`src/inc/wts_pkg.sv`:
```
package wts_pkg;

   // ****************************************************************
   // Register map
   // ****************************************************************
   localparam int unsigned AW_REG      = 8;
   localparam logic [7:0]  OFS_CTRL    = 8'h00;
   localparam logic [7:0]  OFS_CMD     = 8'h04;
   localparam logic [7:0]  OFS_STATUS  = 8'h08;
   localparam logic [7:0]  OFS_LAST    = 8'h0c;
   localparam logic [7:0]  OFS_IDLE    = 8'h10;
   localparam logic [7:0]  OFS_LOAD    = 8'h14;

   // ****************************************************************
   // Control fields
   // ****************************************************************
   localparam int unsigned CTRL_MODE_LSB = 0;
   localparam int unsigned CTRL_POL_BIT  = 2;
   localparam int unsigned CTRL_SRC_LSB  = 3;
   localparam logic [1:0]  MODE_OFF      = 2'h0;
   localparam logic [1:0]  MODE_LEVEL    = 2'h1;
   localparam logic [1:0]  MODE_SINGLE   = 2'h2;
   localparam logic [1:0]  MODE_FREE     = 2'h3;
   localparam logic [1:0]  SRC_MANUAL    = 2'h0;
   localparam logic [1:0]  SRC_BUS       = 2'h1;
   localparam logic [1:0]  SRC_EXT       = 2'h2;
   localparam logic [1:0]  MODE_RST      = MODE_FREE;
   localparam logic        POL_RST       = 1'h1;
   localparam logic [1:0]  SRC_RST       = SRC_MANUAL;

   // ****************************************************************
   // Command, load and status fields
   // ****************************************************************
   localparam int unsigned CMD_ARM_BIT   = 0;
   localparam int unsigned CMD_HALT_BIT  = 1;
   localparam int unsigned CMD_FIRE_BIT  = 2;
   localparam int unsigned CMD_GET_BIT   = 3;
   localparam int unsigned LOAD_IDLE_BIT = 0;
   localparam int unsigned LOAD_MSEG_BIT = 1;
   localparam int unsigned ST_PLAY_BIT   = 0;
   localparam int unsigned ST_ARM_BIT    = 1;
   localparam int unsigned ST_LOAD_BIT   = 2;
   localparam int unsigned ST_MSEG_BIT   = 3;
   localparam int unsigned ST_HALT_BIT   = 4;
   localparam int unsigned ST_PTR_LSB    = 16;

   // ****************************************************************
   // Sequencer states
   // ****************************************************************
   typedef enum logic [2:0] {
      WTS_WAIT,
      WTS_ARMED,
      WTS_ONCE,
      WTS_LOOP,
      WTS_GATE_WAIT,
      WTS_GATE_PLAY,
      WTS_HALT
   } wts_state_e;

endpackage

```
`src/wts_ext_detect.sv`:
```
`timescale 1ns/10ps
module wts_ext_detect
   import wts_pkg::*;
(
   input  wire logic clk,
   input  wire logic rst_n,
   input  wire logic ext_in,
   input  wire logic pol_pos,
   output logic      level_hit,
   output logic      edge_hit
);

   logic prev_q;

   // Active state is high for positive polarity, low otherwise.
   assign level_hit = (ext_in == pol_pos);
   assign edge_hit  = level_hit && (prev_q != pol_pos);

   always_ff @(posedge clk or negedge rst_n) begin
      if (!rst_n) begin
         prev_q <= 1'b0;
      end else begin
         prev_q <= ext_in;
      end
   end

endmodule // wts_ext_detect

```
`src/wts_idle_hold.sv`:
```
`timescale 1ns/10ps
module wts_idle_hold
   import wts_pkg::*;
#(
   parameter int unsigned DW = 16
)
(
   input  wire logic          clk,
   input  wire logic          rst_n,
   input  wire logic          load_evt,
   input  wire logic          has_idle,
   input  wire logic [DW-1:0] stage_i,
   input  wire logic [DW-1:0] stage_q,
   output logic      [DW-1:0] idle_i,
   output logic      [DW-1:0] idle_q
);

   logic [DW-1:0] idle_i_q;
   logic [DW-1:0] idle_q_q;
   logic          take;

   // A waveform without an idle value leaves the previous one in place.
   assign take   = load_evt && has_idle; // [RQ2]
   assign idle_i = idle_i_q;
   assign idle_q = idle_q_q;

   always_ff @(posedge clk or negedge rst_n) begin
      if (!rst_n) begin
         idle_i_q <= '0;
         idle_q_q <= '0;
      end else if (take) begin
         idle_i_q <= stage_i;
         idle_q_q <= stage_q;
      end
   end

endmodule // wts_idle_hold

```
`src/wts_sequencer.sv`:
```
`timescale 1ns/10ps

// Operation
// [RQ1] Halt command stops playback; idle shown until next fire command (the code also leaves halt on an arm command outside off mode or a control write).
// [RQ2] Loads without idle value keep the last defined idle value.
// [RQ3] Arm stops output, rewinds pointer, waits; trigger plays from sample zero.
// [RQ4] Fire command starts an armed sequencer whatever the origin.
// [RQ5] Bus trigger acts like fire but is ignored with external origin.
// [RQ6] Polarity is a level in level mode, an edge direction otherwise.
// [RQ7] Off mode takes no triggers, plays nothing, shows idle value.
// [RQ8] Level mode needs external origin and polarity, and starts by arm.
// [RQ9] Level mode loops from sample zero while level present, else idle.
// [RQ10] External source keeps input inactive 100 us before reasserting.
// [RQ11] Level mode is refused for a multisegment waveform.
// [RQ12] Single mode plays the waveform once per trigger, then idle.
// [RQ13] Single mode ignores triggers during a running pass.
// [RQ14] With command origin each fire gives one full single pass.
// [RQ15] Free-running mode wraps from last to first sample with no gap.
// [RQ16] Free-running mode ignores triggers, origin and polarity.
// [RQ17] Free-running playback starts when a waveform is loaded.
// [RQ18] Waiting in level or single mode, or off, shows the idle value.
// [RQ19] Origin selects remote commands or the external connector.
// [RQ20] No initiate step; sequencer returns to waiting after each pass.
// [RQ21] Outside level mode a fire command alone starts playback.
// [RQ22] Reset selects free-running mode, positive polarity, manual origin.
module wts_sequencer
   import wts_pkg::*;
#(
   parameter int unsigned DW = 16,
   parameter int unsigned PW = 16
)
(
   input  wire logic              clk,
   input  wire logic              rstn,
   input  wire logic [AW_REG-1:0] reg_addr,
   input  wire logic [31:0]       reg_wdata,
   input  wire logic              reg_wr,
   input  wire logic              reg_rd,
   output logic      [31:0]       reg_rdata,
   input  wire logic              ext_fire_command,
   output logic      [PW-1:0]     smp_addr,
   input  wire logic [DW-1:0]     smp_i,
   input  wire logic [DW-1:0]     smp_q,
   output logic      [DW-1:0]     out_i,
   output logic      [DW-1:0]     out_q,
   output logic                   out_playing
);

   // ****************************************************************
   // Reset release
   // ****************************************************************
   logic rst_meta_q;
   logic rst_n;

   always_ff @(posedge clk or negedge rstn) begin
      if (!rstn) begin
         rst_meta_q <= 1'b0;
         rst_n      <= 1'b0;
      end else begin
         rst_meta_q <= 1'b1;
         rst_n      <= rst_meta_q;
      end
   end

   // ****************************************************************
   // Register decode
   // ****************************************************************
   wire sel_ctrl   = (reg_addr == OFS_CTRL);
   wire sel_cmd    = (reg_addr == OFS_CMD);
   wire sel_status = (reg_addr == OFS_STATUS);
   wire sel_last   = (reg_addr == OFS_LAST);
   wire sel_idle   = (reg_addr == OFS_IDLE);
   wire sel_load   = (reg_addr == OFS_LOAD);

   wire wr_ctrl = reg_wr && sel_ctrl;
   wire wr_cmd  = reg_wr && sel_cmd;
   wire wr_last = reg_wr && sel_last;
   wire wr_idle = reg_wr && sel_idle;
   wire wr_load = reg_wr && sel_load;

   logic [1:0]    mode_q;
   logic          pol_q;
   logic [1:0]    src_q;
   logic [PW-1:0] last_q;
   logic [DW-1:0] stage_i_q;
   logic [DW-1:0] stage_q_q;
   logic          loaded_q;
   logic          mseg_q;

   always_ff @(posedge clk or negedge rst_n) begin
      if (!rst_n) begin
         mode_q <= MODE_RST; // [RQ22]
         pol_q  <= POL_RST; // [RQ22]
         src_q  <= SRC_RST; // [RQ22]
      end else if (wr_ctrl) begin
         mode_q <= reg_wdata[CTRL_MODE_LSB +: 2];
         pol_q  <= reg_wdata[CTRL_POL_BIT];
         src_q  <= reg_wdata[CTRL_SRC_LSB +: 2];
      end
   end

   always_ff @(posedge clk or negedge rst_n) begin
      if (!rst_n) begin
         last_q    <= '0;
         stage_i_q <= '0;
         stage_q_q <= '0;
      end else begin
         if (wr_last) begin
            last_q <= reg_wdata[PW-1:0];
         end
         if (wr_idle) begin
            stage_i_q <= reg_wdata[DW-1:0];
            stage_q_q <= reg_wdata[16 +: DW];
         end
      end
   end

   always_ff @(posedge clk or negedge rst_n) begin
      if (!rst_n) begin
         loaded_q <= 1'b0;
         mseg_q   <= 1'b0;
      end else if (wr_load) begin
         loaded_q <= 1'b1;
         mseg_q   <= reg_wdata[LOAD_MSEG_BIT];
      end
   end

   // ****************************************************************
   // Commands and trigger events
   // ****************************************************************
   wire cmd_arm  = wr_cmd && reg_wdata[CMD_ARM_BIT];
   wire cmd_halt = wr_cmd && reg_wdata[CMD_HALT_BIT];
   wire cmd_fire = wr_cmd && reg_wdata[CMD_FIRE_BIT];
   wire cmd_get  = wr_cmd && reg_wdata[CMD_GET_BIT];

   wire src_ext  = (src_q == SRC_EXT);
   wire remote_t = cmd_fire || (cmd_get && !src_ext); // [RQ5] [RQ19]

   logic level_hit;
   logic edge_hit;

   wts_ext_detect u_ext (
      .clk       (clk),
      .rst_n     (rst_n),
      .ext_in    (ext_fire_command),
      .pol_pos   (pol_q),
      .level_hit (level_hit),
      .edge_hit  (edge_hit)
   );

   // The connector only counts when it is the selected origin.
   wire ext_edge  = src_ext && edge_hit; // [RQ6] [RQ19]
   wire ext_level = src_ext && level_hit; // [RQ6]
   wire fire_command_any  = remote_t || ext_edge;

   // Level mode is only offered with external origin and a plain waveform.
   wire level_ok  = src_ext && !mseg_q; // [RQ8] [RQ11]

   // ****************************************************************
   // Sequencer
   // ****************************************************************
   wts_state_e    state_q;
   wts_state_e    state_d;
   logic [PW-1:0] ptr_q;
   logic [PW-1:0] ptr_d;
   logic          mode_chg_q;

   wire at_last = (ptr_q == last_q);
   wire [PW-1:0] ptr_inc = (at_last) ? '0 : PW'(ptr_q + 1'b1);

   always_ff @(posedge clk or negedge rst_n) begin
      if (!rst_n) begin
         mode_chg_q <= 1'b0;
      end else begin
         mode_chg_q <= wr_ctrl;
      end
   end

   always_comb begin
      state_d = state_q;
      ptr_d   = ptr_q;
      case (state_q)
         WTS_WAIT: begin
            ptr_d = '0;
            if (mode_q == MODE_FREE && loaded_q) begin
               state_d = WTS_LOOP; // [RQ17]
            end else if (mode_q == MODE_SINGLE && fire_command_any) begin
               state_d = WTS_ONCE; // [RQ21] [RQ14]
            end
         end
         WTS_ARMED: begin
            ptr_d = '0;
            if (mode_q == MODE_SINGLE && fire_command_any) begin
               state_d = WTS_ONCE; // [RQ3] [RQ4]
            end
         end
         WTS_ONCE: begin
            // Triggers are not looked at here, so a pass cannot restart.
            ptr_d = ptr_inc; // [RQ13]
            if (at_last) begin
               state_d = WTS_WAIT; // [RQ12] [RQ20]
            end
         end
         WTS_LOOP: begin
            ptr_d = ptr_inc; // [RQ15] [RQ16]
         end
         WTS_GATE_WAIT: begin
            ptr_d = '0;
            if (ext_level) begin
               state_d = WTS_GATE_PLAY; // [RQ9] [RQ10]
            end
         end
         WTS_GATE_PLAY: begin
            ptr_d = ptr_inc;
            if (!ext_level) begin
               state_d = WTS_GATE_WAIT; // [RQ9]
               ptr_d   = '0;
            end
         end
         WTS_HALT: begin
            ptr_d = '0;
            if (cmd_fire) begin
               state_d = WTS_WAIT; // [RQ1]
               if (mode_q == MODE_SINGLE) begin
                  state_d = WTS_ONCE;
               end
            end
         end
         default: begin
            state_d = WTS_WAIT;
            ptr_d   = '0;
         end
      endcase
      // Commands and mode changes take priority over playback.
      if (cmd_arm) begin
         ptr_d   = '0; // [RQ3]
         state_d = WTS_ARMED;
         if (mode_q == MODE_LEVEL) begin
            state_d = level_ok ? WTS_GATE_WAIT : WTS_WAIT; // [RQ8] [RQ11]
         end else if (mode_q == MODE_FREE || mode_q == MODE_OFF) begin
            state_d = WTS_WAIT;
         end
      end
      if (cmd_halt) begin
         ptr_d   = '0;
         state_d = WTS_HALT; // [RQ1]
      end
      if (mode_q == MODE_OFF) begin
         ptr_d   = '0;
         state_d = (state_q == WTS_HALT && !cmd_fire) ? WTS_HALT : WTS_WAIT; // [RQ7]
      end
      if (mode_chg_q) begin
         ptr_d   = '0;
         state_d = WTS_WAIT;
      end
      if (mode_q == MODE_LEVEL && !level_ok &&
          (state_q == WTS_GATE_WAIT || state_q == WTS_GATE_PLAY)) begin
         ptr_d   = '0;
         state_d = WTS_WAIT; // [RQ11]
      end
   end

   always_ff @(posedge clk or negedge rst_n) begin
      if (!rst_n) begin
         state_q <= WTS_WAIT;
         ptr_q   <= '0;
      end else begin
         state_q <= state_d;
         ptr_q   <= ptr_d;
      end
   end

   // ****************************************************************
   // Output stage
   // ****************************************************************
   logic [DW-1:0] idle_i;
   logic [DW-1:0] idle_q;

   wts_idle_hold #(
      .DW (DW)
   ) u_idle (
      .clk      (clk),
      .rst_n    (rst_n),
      .load_evt (wr_load),
      .has_idle (reg_wdata[LOAD_IDLE_BIT]),
      .stage_i  (stage_i_q),
      .stage_q  (stage_q_q),
      .idle_i   (idle_i),
      .idle_q   (idle_q)
   );

   wire playing = (state_q == WTS_ONCE) || (state_q == WTS_LOOP) ||
                  (state_q == WTS_GATE_PLAY);

   logic [DW-1:0] out_i_q;
   logic [DW-1:0] out_q_q;
   logic          out_play_q;

   // The sample memory answers combinationally, so data and address
   // share a cycle; the output register adds one cycle of delay.
   always_ff @(posedge clk or negedge rst_n) begin
      if (!rst_n) begin
         out_i_q    <= '0;
         out_q_q    <= '0;
         out_play_q <= 1'b0;
      end else begin
         out_i_q    <= playing ? smp_i : idle_i; // [RQ18] [RQ7] [RQ1]
         out_q_q    <= playing ? smp_q : idle_q; // [RQ18] [RQ7] [RQ1]
         out_play_q <= playing;
      end
   end

   assign smp_addr    = ptr_q;
   assign out_i       = out_i_q;
   assign out_q       = out_q_q;
   assign out_playing = out_play_q;

   // ****************************************************************
   // Read back
   // ****************************************************************
   wire armed = (state_q == WTS_ARMED) || (state_q == WTS_GATE_WAIT) ||
                (state_q == WTS_GATE_PLAY);

   logic [31:0] status_w;
   logic [31:0] rd_mux;

   always_comb begin
      status_w = '0;
      status_w[ST_PLAY_BIT] = playing;
      status_w[ST_ARM_BIT]  = armed;
      status_w[ST_LOAD_BIT] = loaded_q;
      status_w[ST_MSEG_BIT] = mseg_q;
      status_w[ST_HALT_BIT] = (state_q == WTS_HALT);
      status_w[ST_PTR_LSB +: PW] = ptr_q;
   end

   always_comb begin
      rd_mux = '0;
      if (sel_ctrl) begin
         rd_mux[CTRL_MODE_LSB +: 2] = mode_q;
         rd_mux[CTRL_POL_BIT]       = pol_q;
         rd_mux[CTRL_SRC_LSB +: 2]  = src_q;
      end else if (sel_status) begin
         rd_mux = status_w;
      end else if (sel_last) begin
         rd_mux[PW-1:0] = last_q;
      end else if (sel_idle) begin
         rd_mux[DW-1:0]  = idle_i;
         rd_mux[16 +: DW] = idle_q;
      end
   end

   logic [31:0] rdata_q;

   always_ff @(posedge clk or negedge rst_n) begin
      if (!rst_n) begin
         rdata_q <= '0;
      end else if (reg_rd) begin
         rdata_q <= rd_mux;
      end else begin
         rdata_q <= '0;
      end
   end

   assign reg_rdata = rdata_q;

endmodule // wts_sequencer

```
`config.mk`:
```
export PLATFORM = sky130hd
export DESIGN_NAME = wts_sequencer
export DESIGN_NICKNAME = d
export VERILOG_FILES = /design/src/inc/wts_pkg.sv /design/src/wts_ext_detect.sv /design/src/wts_idle_hold.sv /design/src/wts_sequencer.sv
export SDC_FILE = /design/constraint.sdc
export NUM_CORES = 1
export LEC_CHECK = 0
export ABC_AREA = 0
export ABC_CLOCK_PERIOD_IN_PS = 5800
export BUFFER_PORTS_ARGS = -buffer_cell sky130_fd_sc_hd__buf_2
export CORE_AREA = 2 2 167 87
export CTS_BUF_LIST = sky130_fd_sc_hd__clkbuf_16
export CTS_CLUSTER_SIZE = 10
export DETAILED_ROUTE_END_ITERATION = 10
export DIE_AREA = 0 0 169 89
export PLACE_DENSITY = 0.8
export SETUP_SLACK_MARGIN = 0.4
export SYNTH_ARGS = -nofsm -noshare
export SYNTH_HDL_FRONTEND = slang
export SYNTH_SLANG_ARGS = --single-unit
```
`constraint.sdc`:
```
create_clock -name clk -period 5.8 [get_ports clk]
set_input_delay 0.29 -clock clk [delete_from_list [all_inputs] [get_ports clk]]
set_output_delay 0.29 -clock clk [all_outputs]
set_load 0.02 [all_outputs]
```
# Word-level counts from Yosys, hierarchy flattened
# Index checks and enable logic that the tools add are counted.
[totals]
register_bits = 175
inputBits = 77
out_inout_bits = 81
wordCells = 115
[op_classes]
addsub = 1
n_eq_ne = 23
n_mux = 34
n_reduce_logical = 37
[op_table]
columns = ["cell", "count"]
rows = [
  ["2-to-1 mux 16 bit", 11],
  ["2-to-1 mux 32 bit", 3],
  ["2-to-1 mux 3 bit", 14],
  ["case mux 16 bit (2 select lines)", 1],
  ["2-to-1 mux 27 bit", 1],
  ["inequality test 7 bit (second input constant)", 3],
  ["case mux 3 bit (7 select lines)", 1],
  ["logical AND 1 bit", 20],
  ["adder 16 x 1 -> 16 bit (second input constant)", 1],
  ["== test 16 bit", 1],
  ["== test 8 x 4 -> 1 bit (second input constant)", 2],
  ["== test 8 x 5 -> 1 bit (second input constant)", 2],
  ["== test 3 bit (second input constant)", 3],
  ["== test 8 x 3 -> 1 bit (second input constant)", 1],
  ["logical NOT 8 bit", 1],
  ["logical OR 1 bit", 8],
  ["inequality test 7 x 5 -> 1 bit (second input constant)", 1],
  ["== test 2 bit (second input constant)", 3],
  ["== test 3 x 2 -> 1 bit (second input constant)", 2],
  ["inequality test 6 bit (second input constant)", 1],
  ["2-to-1 mux 5 bit", 1],
  ["AND reduction 5 bit", 1],
  ["logical NOT 1 bit", 4],
  ["== test 3 x 1 -> 1 bit (second input constant)", 1],
  ["other kinds (8)", 8],
]

# Depth between registers and ports, before layout
[depth]
depth_word = 15
depth_mapped = 8
depth_no_buf = 6

# Hierarchy
# Synthesis repeated with hierarchy kept, for this count alone.
[unflattened]
hier_cells = 526
hier_area_um2 = 7403.4
[by_module_without_submodules]
columns = ["mod", "instances", "cells_each", "area_per_inst_um2", "seq_area_each_um2"]
rows = [
  ["wts_sequencer", 1, 453, 6002.0, 3557.2],
  ["wts_idle_hold", 1, 68, 1345.0, 800.8],
  ["wts_ext_detect", 1, 5, 56.3, 25.0],
]

# Worst setup path before layout
# OpenSTA, ideal clock, no wires.
[synth_path]
path_type = "input to register"
start = "input port reg_addr[3]"
end = "register state_q[0]"
setup_ps = 128
arrival_time_ps = 1931
required_ps = 5672
setup_slack_ps = 3741
cell_stages = 6
path_buffers = 0
cell_sequence = "or4_4 > nor3_4 > a211oi_1 > o211a_1 > a21oi_2 > mux2_1"
[synth_between]
elab_chain_cells = 15
word_cells_on_any_way = 24
cone_classes = "eq/ne (6); mux (8); reduce/logical (10)"
[synth_rtl]
columns = ["element", "line", "text"]
rows = [
  ["start, declared", "wts_sequencer.sv:35", "input wire logic [AW_REG-1:0] reg_addr,"],
  ["== test 8 x 3 -> 1 bit *", "wts_sequencer.sv:69", "wire sel_cmd = (reg_addr == OFS_CMD);"],
  ["logical AND 1 bit *", "wts_sequencer.sv:76", "wire wr_cmd = reg_wr && sel_cmd;"],
  ["logical AND 1 bit", "wts_sequencer.sv:134", "wire cmd_get = wr_cmd && reg_wdata[CMD_GET_BIT];"],
  ["logical AND 1 bit", "wts_sequencer.sv:137", "wire remote_t = cmd_fire || (cmd_get && !src_ext);"],
  ["logical OR 1 bit", "wts_sequencer.sv:137", ""],
  ["logical OR 1 bit", "wts_sequencer.sv:154", "wire fire_command_any = remote_t || ext_edge;"],
  ["logical AND 1 bit", "wts_sequencer.sv:187, wts_sequencer.sv:193", ""],
  ["2-to-1 mux 3 bit (2 in series)", "-", ""],
  ["case mux 3 bit (7 select lines)", "-", ""],
  ["2-to-1 mux 3 bit", "wts_sequencer.sv:235", "if (cmd_arm) begin"],
  ["2-to-1 mux 3 bit", "wts_sequencer.sv:244", "if (cmd_halt) begin"],
  ["2-to-1 mux 3 bit", "wts_sequencer.sv:248", "if (mode_q == MODE_OFF) begin"],
  ["2-to-1 mux 3 bit", "wts_sequencer.sv:252", "if (mode_chg_q) begin"],
  ["2-to-1 mux 3 bit", "wts_sequencer.sv:256", "if (mode_q == MODE_LEVEL && !level_ok &&"],
  ["end signal, assigned", "wts_sequencer.sv:268", "state_q <= state_d;"],
  ["end, declared", "wts_sequencer.sv:162", "wts_state_e state_q;"],
]
# Mark *: on every way between the ends. The rest lies on a longest branch, timed or not.
# A chain may end at the register's enable or synchronous reset.

# Worst setup path in the final report
[layout_path]
start = "input port reg_addr[4]"
end = "register last_q[8]"
[layout_between]
elab_chain_cells = 2
[layout_rtl]
columns = ["element", "line", "text"]
rows = [
  ["== test 8 x 4 -> 1 bit", "wts_sequencer.sv:71", "wire sel_last = (reg_addr == OFS_LAST);"],
  ["logical AND 1 bit", "wts_sequencer.sv:77", "wire wr_last = reg_wr && sel_last;"],
  ["end signal, assigned", "wts_sequencer.sv:109", "last_q <= reg_wdata[PW-1:0];"],
  ["end, declared", "wts_sequencer.sv:84", "logic [PW-1:0] last_q;"],
]
# Every way passes these cells.

==> results.sh <==
export IMPL_synth_edff_count=0
export IMPL_antenna_cells=0
export IMPL_r2r_cells=6
export IMPL_cts_sinks=175
export IMPL_place_gp_congestion=0.947
export IMPL_vdd_drop_max_mv=0.157
export IMPL_start_util_pct=53.7
export IMPL_worstHoldPathCells=1
export IMPL_die_area_um2=15000
export IMPL_synth_top_flop_cell="dfrtp_1"
export IMPL_ys_seq_area_share_pct=60.8
export IMPL_core_area_um2=13400
export IMPL_remaining_drc_errors=0
export IMPL_ys_warn_count=0
export IMPL_async_reset_ff_share_pct=100
export IMPL_clkPwrFrac_pct=39.0
export IMPL_ys_seq_elements=175
export IMPL_grt_pass1_wl_mm=27.0
export IMPL_finalPower_w=0.00274
export IMPL_post_dp_cell_area_um2=8160
export IMPL_clk_path_buf_depth=2
export IMPL_clk_latency_ns=0.42
export IMPL_p_per_area_nw_per_um2=314
export IMPL_clk_pin_slew_worst_paths_ns=0.06
export IMPL_numPortBuffers=157
export IMPL_wl_per_cell_um=19.3
export IMPL_fin_crit_ns=2.44
export IMPL_status="finished, final reports clean"
export IMPL_critical_path_required_ns=6.09
export IMPL_cp_max_fo=16
export IMPL_grt_pass1_vias=5233
export IMPL_critPathKind="in2reg"
export IMPL_via_per_inst=5.76
export IMPL_crit_arrival_ns=2.73
export IMPL_p_int_w=0.00202
export IMPL_min_to="u_ext.prev_q"
export IMPL_first_iter_violations=422
export IMPL_syn_avg_cell_area_um2=13.4
export IMPL_syn_nets=617
export IMPL_switchingPower_w=0.000716
export IMPL_hpwl_mm=11.7
export IMPL_numCtsBuffers=17
export IMPL_seqPwrFrac_pct=48.5
export IMPL_tns_ns=0
export IMPL_tightest_slew_ns=1.08
export IMPL_reg2reg_slack_ns=3.46
export IMPL_netlist_area_um2=7210
export IMPL_die_w_um=169
export IMPL_design_area_um2=8720
export IMPL_grt_overflow=0
export IMPL_worstSetupStartpoint="reg_addr[4]"
export IMPL_drive_gt1_share_pct=44.8
export IMPL_io_pins=158
export IMPL_grt_max_degree=174
export IMPL_fin_skew_ns=0.0105
export IMPL_die_y_um=89
export IMPL_maxSlewHeadroom_pct=28.0
export IMPL_firstDrtPassIters=6
export IMPL_postCtsSetupRepairBufs=0
export IMPL_p_leak_nw=4.57
export IMPL_clockRootBuffer="clkbuf_16"
export IMPL_setup_violations=0
export IMPL_maxCapViolCount=0
export IMPL_antenna_found_initial=0
export IMPL_p_sw_share_pct=26.2
export IMPL_drtAntennaViolNets=0
export IMPL_worstReg2RegEnd="smp_addr[5]"
export IMPL_cts_tree="yes"
export IMPL_final_max_slew_viol_count=0
export IMPL_syn_instance_count=539
export IMPL_rsz0062_at_grt="no"
export IMPL_end_kind="flop"
export IMPL_num_rows=30
export IMPL_synth_cell_types=48
export IMPL_min_period_over_period_pct=42.0
export IMPL_routed_wl_mm=17.0
export IMPL_min_path_type="in2reg"
export IMPL_htreeDepth=4
export IMPL_vias=5096
export IMPL_grt_usage_pct=23.6
export IMPL_fmax_mhz=410
export IMPL_syn_to_final_growth_pct=20.9
export IMPL_final_hold_viol_count=0
export IMPL_p_comb_share_pct=12.5
export IMPL_nets=773
export IMPL_reg2reg_from="state_q[2]"
export IMPL_cp_start_kind="input pin"
export IMPL_hp_start="ext_fire_command"
==> worst max path at each step <==
stage | end | depth (start not counted)
after CTS | smp_addr[5] | 6
after detailed placement | last_q[8] | 5
final | last_q[8] | 5
after global placement | u_idle.idle_q[7] | 5
after floorplan | last_q[0] | 0
after global routing | smp_addr[5] | 6
==> state kept, by name (all words and copies together), names as in the netlist, 2 cells and up <==
name / cells
smp_addr: 16
out_q: 16
u_idle.idle_q: 16
stage_i_q: 16
src_q: 2
stage_q_q: 16
state_q: 3
last_q: 16
reg_rdata: 32
out_i: 16
u_idle.idle_i: 16
mode_q: 2
==> Yosys cell counts (6+ instances only) <==
cell	n	area, µm²
inv_1	6	22.5
and3_1	8	50.1
dfrtp_1	172	4300
nand4_1	7	43.8
xnor2_1	23	201
nor3_1	6	30.0
a22o_1	14	123
xor2_1	8	70.1
nand2_1	24	90.1
nand3_1	9	45.0
mux2_2	117	1320
a21oi_1	7	35.0
a22oi_1	16	120
clkbuf_1	15	56.3
nor2_1	39	146
==> cell type report <==
type | instances | area [µm²]
clock buffer | 17 | 425
clock inverter | 15 | 121
fill | 1030 | 4720
tap | 176 | 220
sequential | 175 | 4390
inverter | 6 | 22.5
timing repair buffer | 160 | 823
multi-input combinational | 335 | 2720
==> power by group through the flow <==
stage / Clock (W) / Sequential, W / Combinational, W
6_report: 0.00107 / 0.00133 / 0.000341
3_3_place_gp: 0 / 0.00135 / 0.000331
4_1_cts: 0.00108 / 0.00133 / 0.000343
3_5_place_dp: 0 / 0.00135 / 0.000341
5_1_grt: 0.00114 / 0.00133 / 0.000371
2_1_floorplan: 0 / 0.00140 / 0.000164
==> critical path, stage by stage <==
cell and delay (ns):
buf_2 0.15, nor4_1 0.65, and4_1 0.79, nand2_2 0.43, mux2_2 0.41
==> per-layer routing <==
layer / part of all wire (%) / global-route usage (%) / up-vias
met4: 2.3 / 8.31 / 0
met5: 0 / 0 / -
li1: - / - / 2240
met3: 7.1 / 6.60 / 42
met1: 43 / 31.0 / 2579
met2: 48 / 38.7 / 235
==> cell usage in the layout (no fill, tap or decap), types with 5 or more instances in the layout <==
cell | Yosys | final
dfrtp_1 | 172 | 171
buf_2 | 5 | 157
mux2_2 | 117 | 117
nor2_1 | 39 | 39
nand2_1 | 24 | 23
xnor2_1 | 23 | 23
clkbuf_16 | 0 | 17
a22oi_1 | 16 | 16
a22o_1 | 14 | 14
inv_1 | 6 | 8
xor2_1 | 8 | 8
and3_1 | 8 | 8
nand3_1 | 9 | 8
nand4_1 | 7 | 7
a21oi_1 | 7 | 7
nor3_1 | 6 | 6
o21ai_0 | 5 | 5
a21o_1 | 5 | 5
==> cell families (layout without fill, tap and decap cells) <==
family	after synthesis	after routing	share of synthesized area [%]
AOI/OAI and AO/OA	63	63	6.54
xor gates and xnor gates	31	31	3.76
DFF	175	175	60.8
other	1	1	0.0520
and+or+nand+nor	119	119	8.40
muxes	120	120	18.7
adders and majority gates	1	1	0.173
buffers and inverters	29	198	1.60
==> timing repair <==
| action | CTS | global route |
|---|---|---|
| gates resized for setup | 0 | 0 |
| hold buffers | 1 | 0 |
| endpoints found under the hold margin | 2 | 0 |
==> per-stage QoR <==
step | worst slack, ns | utilization, % | cells | hold slack [ns]
detailed placement | 3.09 | 60.8 | 851 | 0.0785
CTS | 3.49 | 64.9 | 884 | 0.0310
global placement | 3.22 | 60.8 | 851 | 0.0755
global route | 3.27 | 64.9 | 884 | 0.0259
finish | 3.36 | 64.9 | 884 | 0.0382
floorplan | 0.568 | - | 539 | -0.00559
Note: power is estimated with default switching activity, not from simulation.
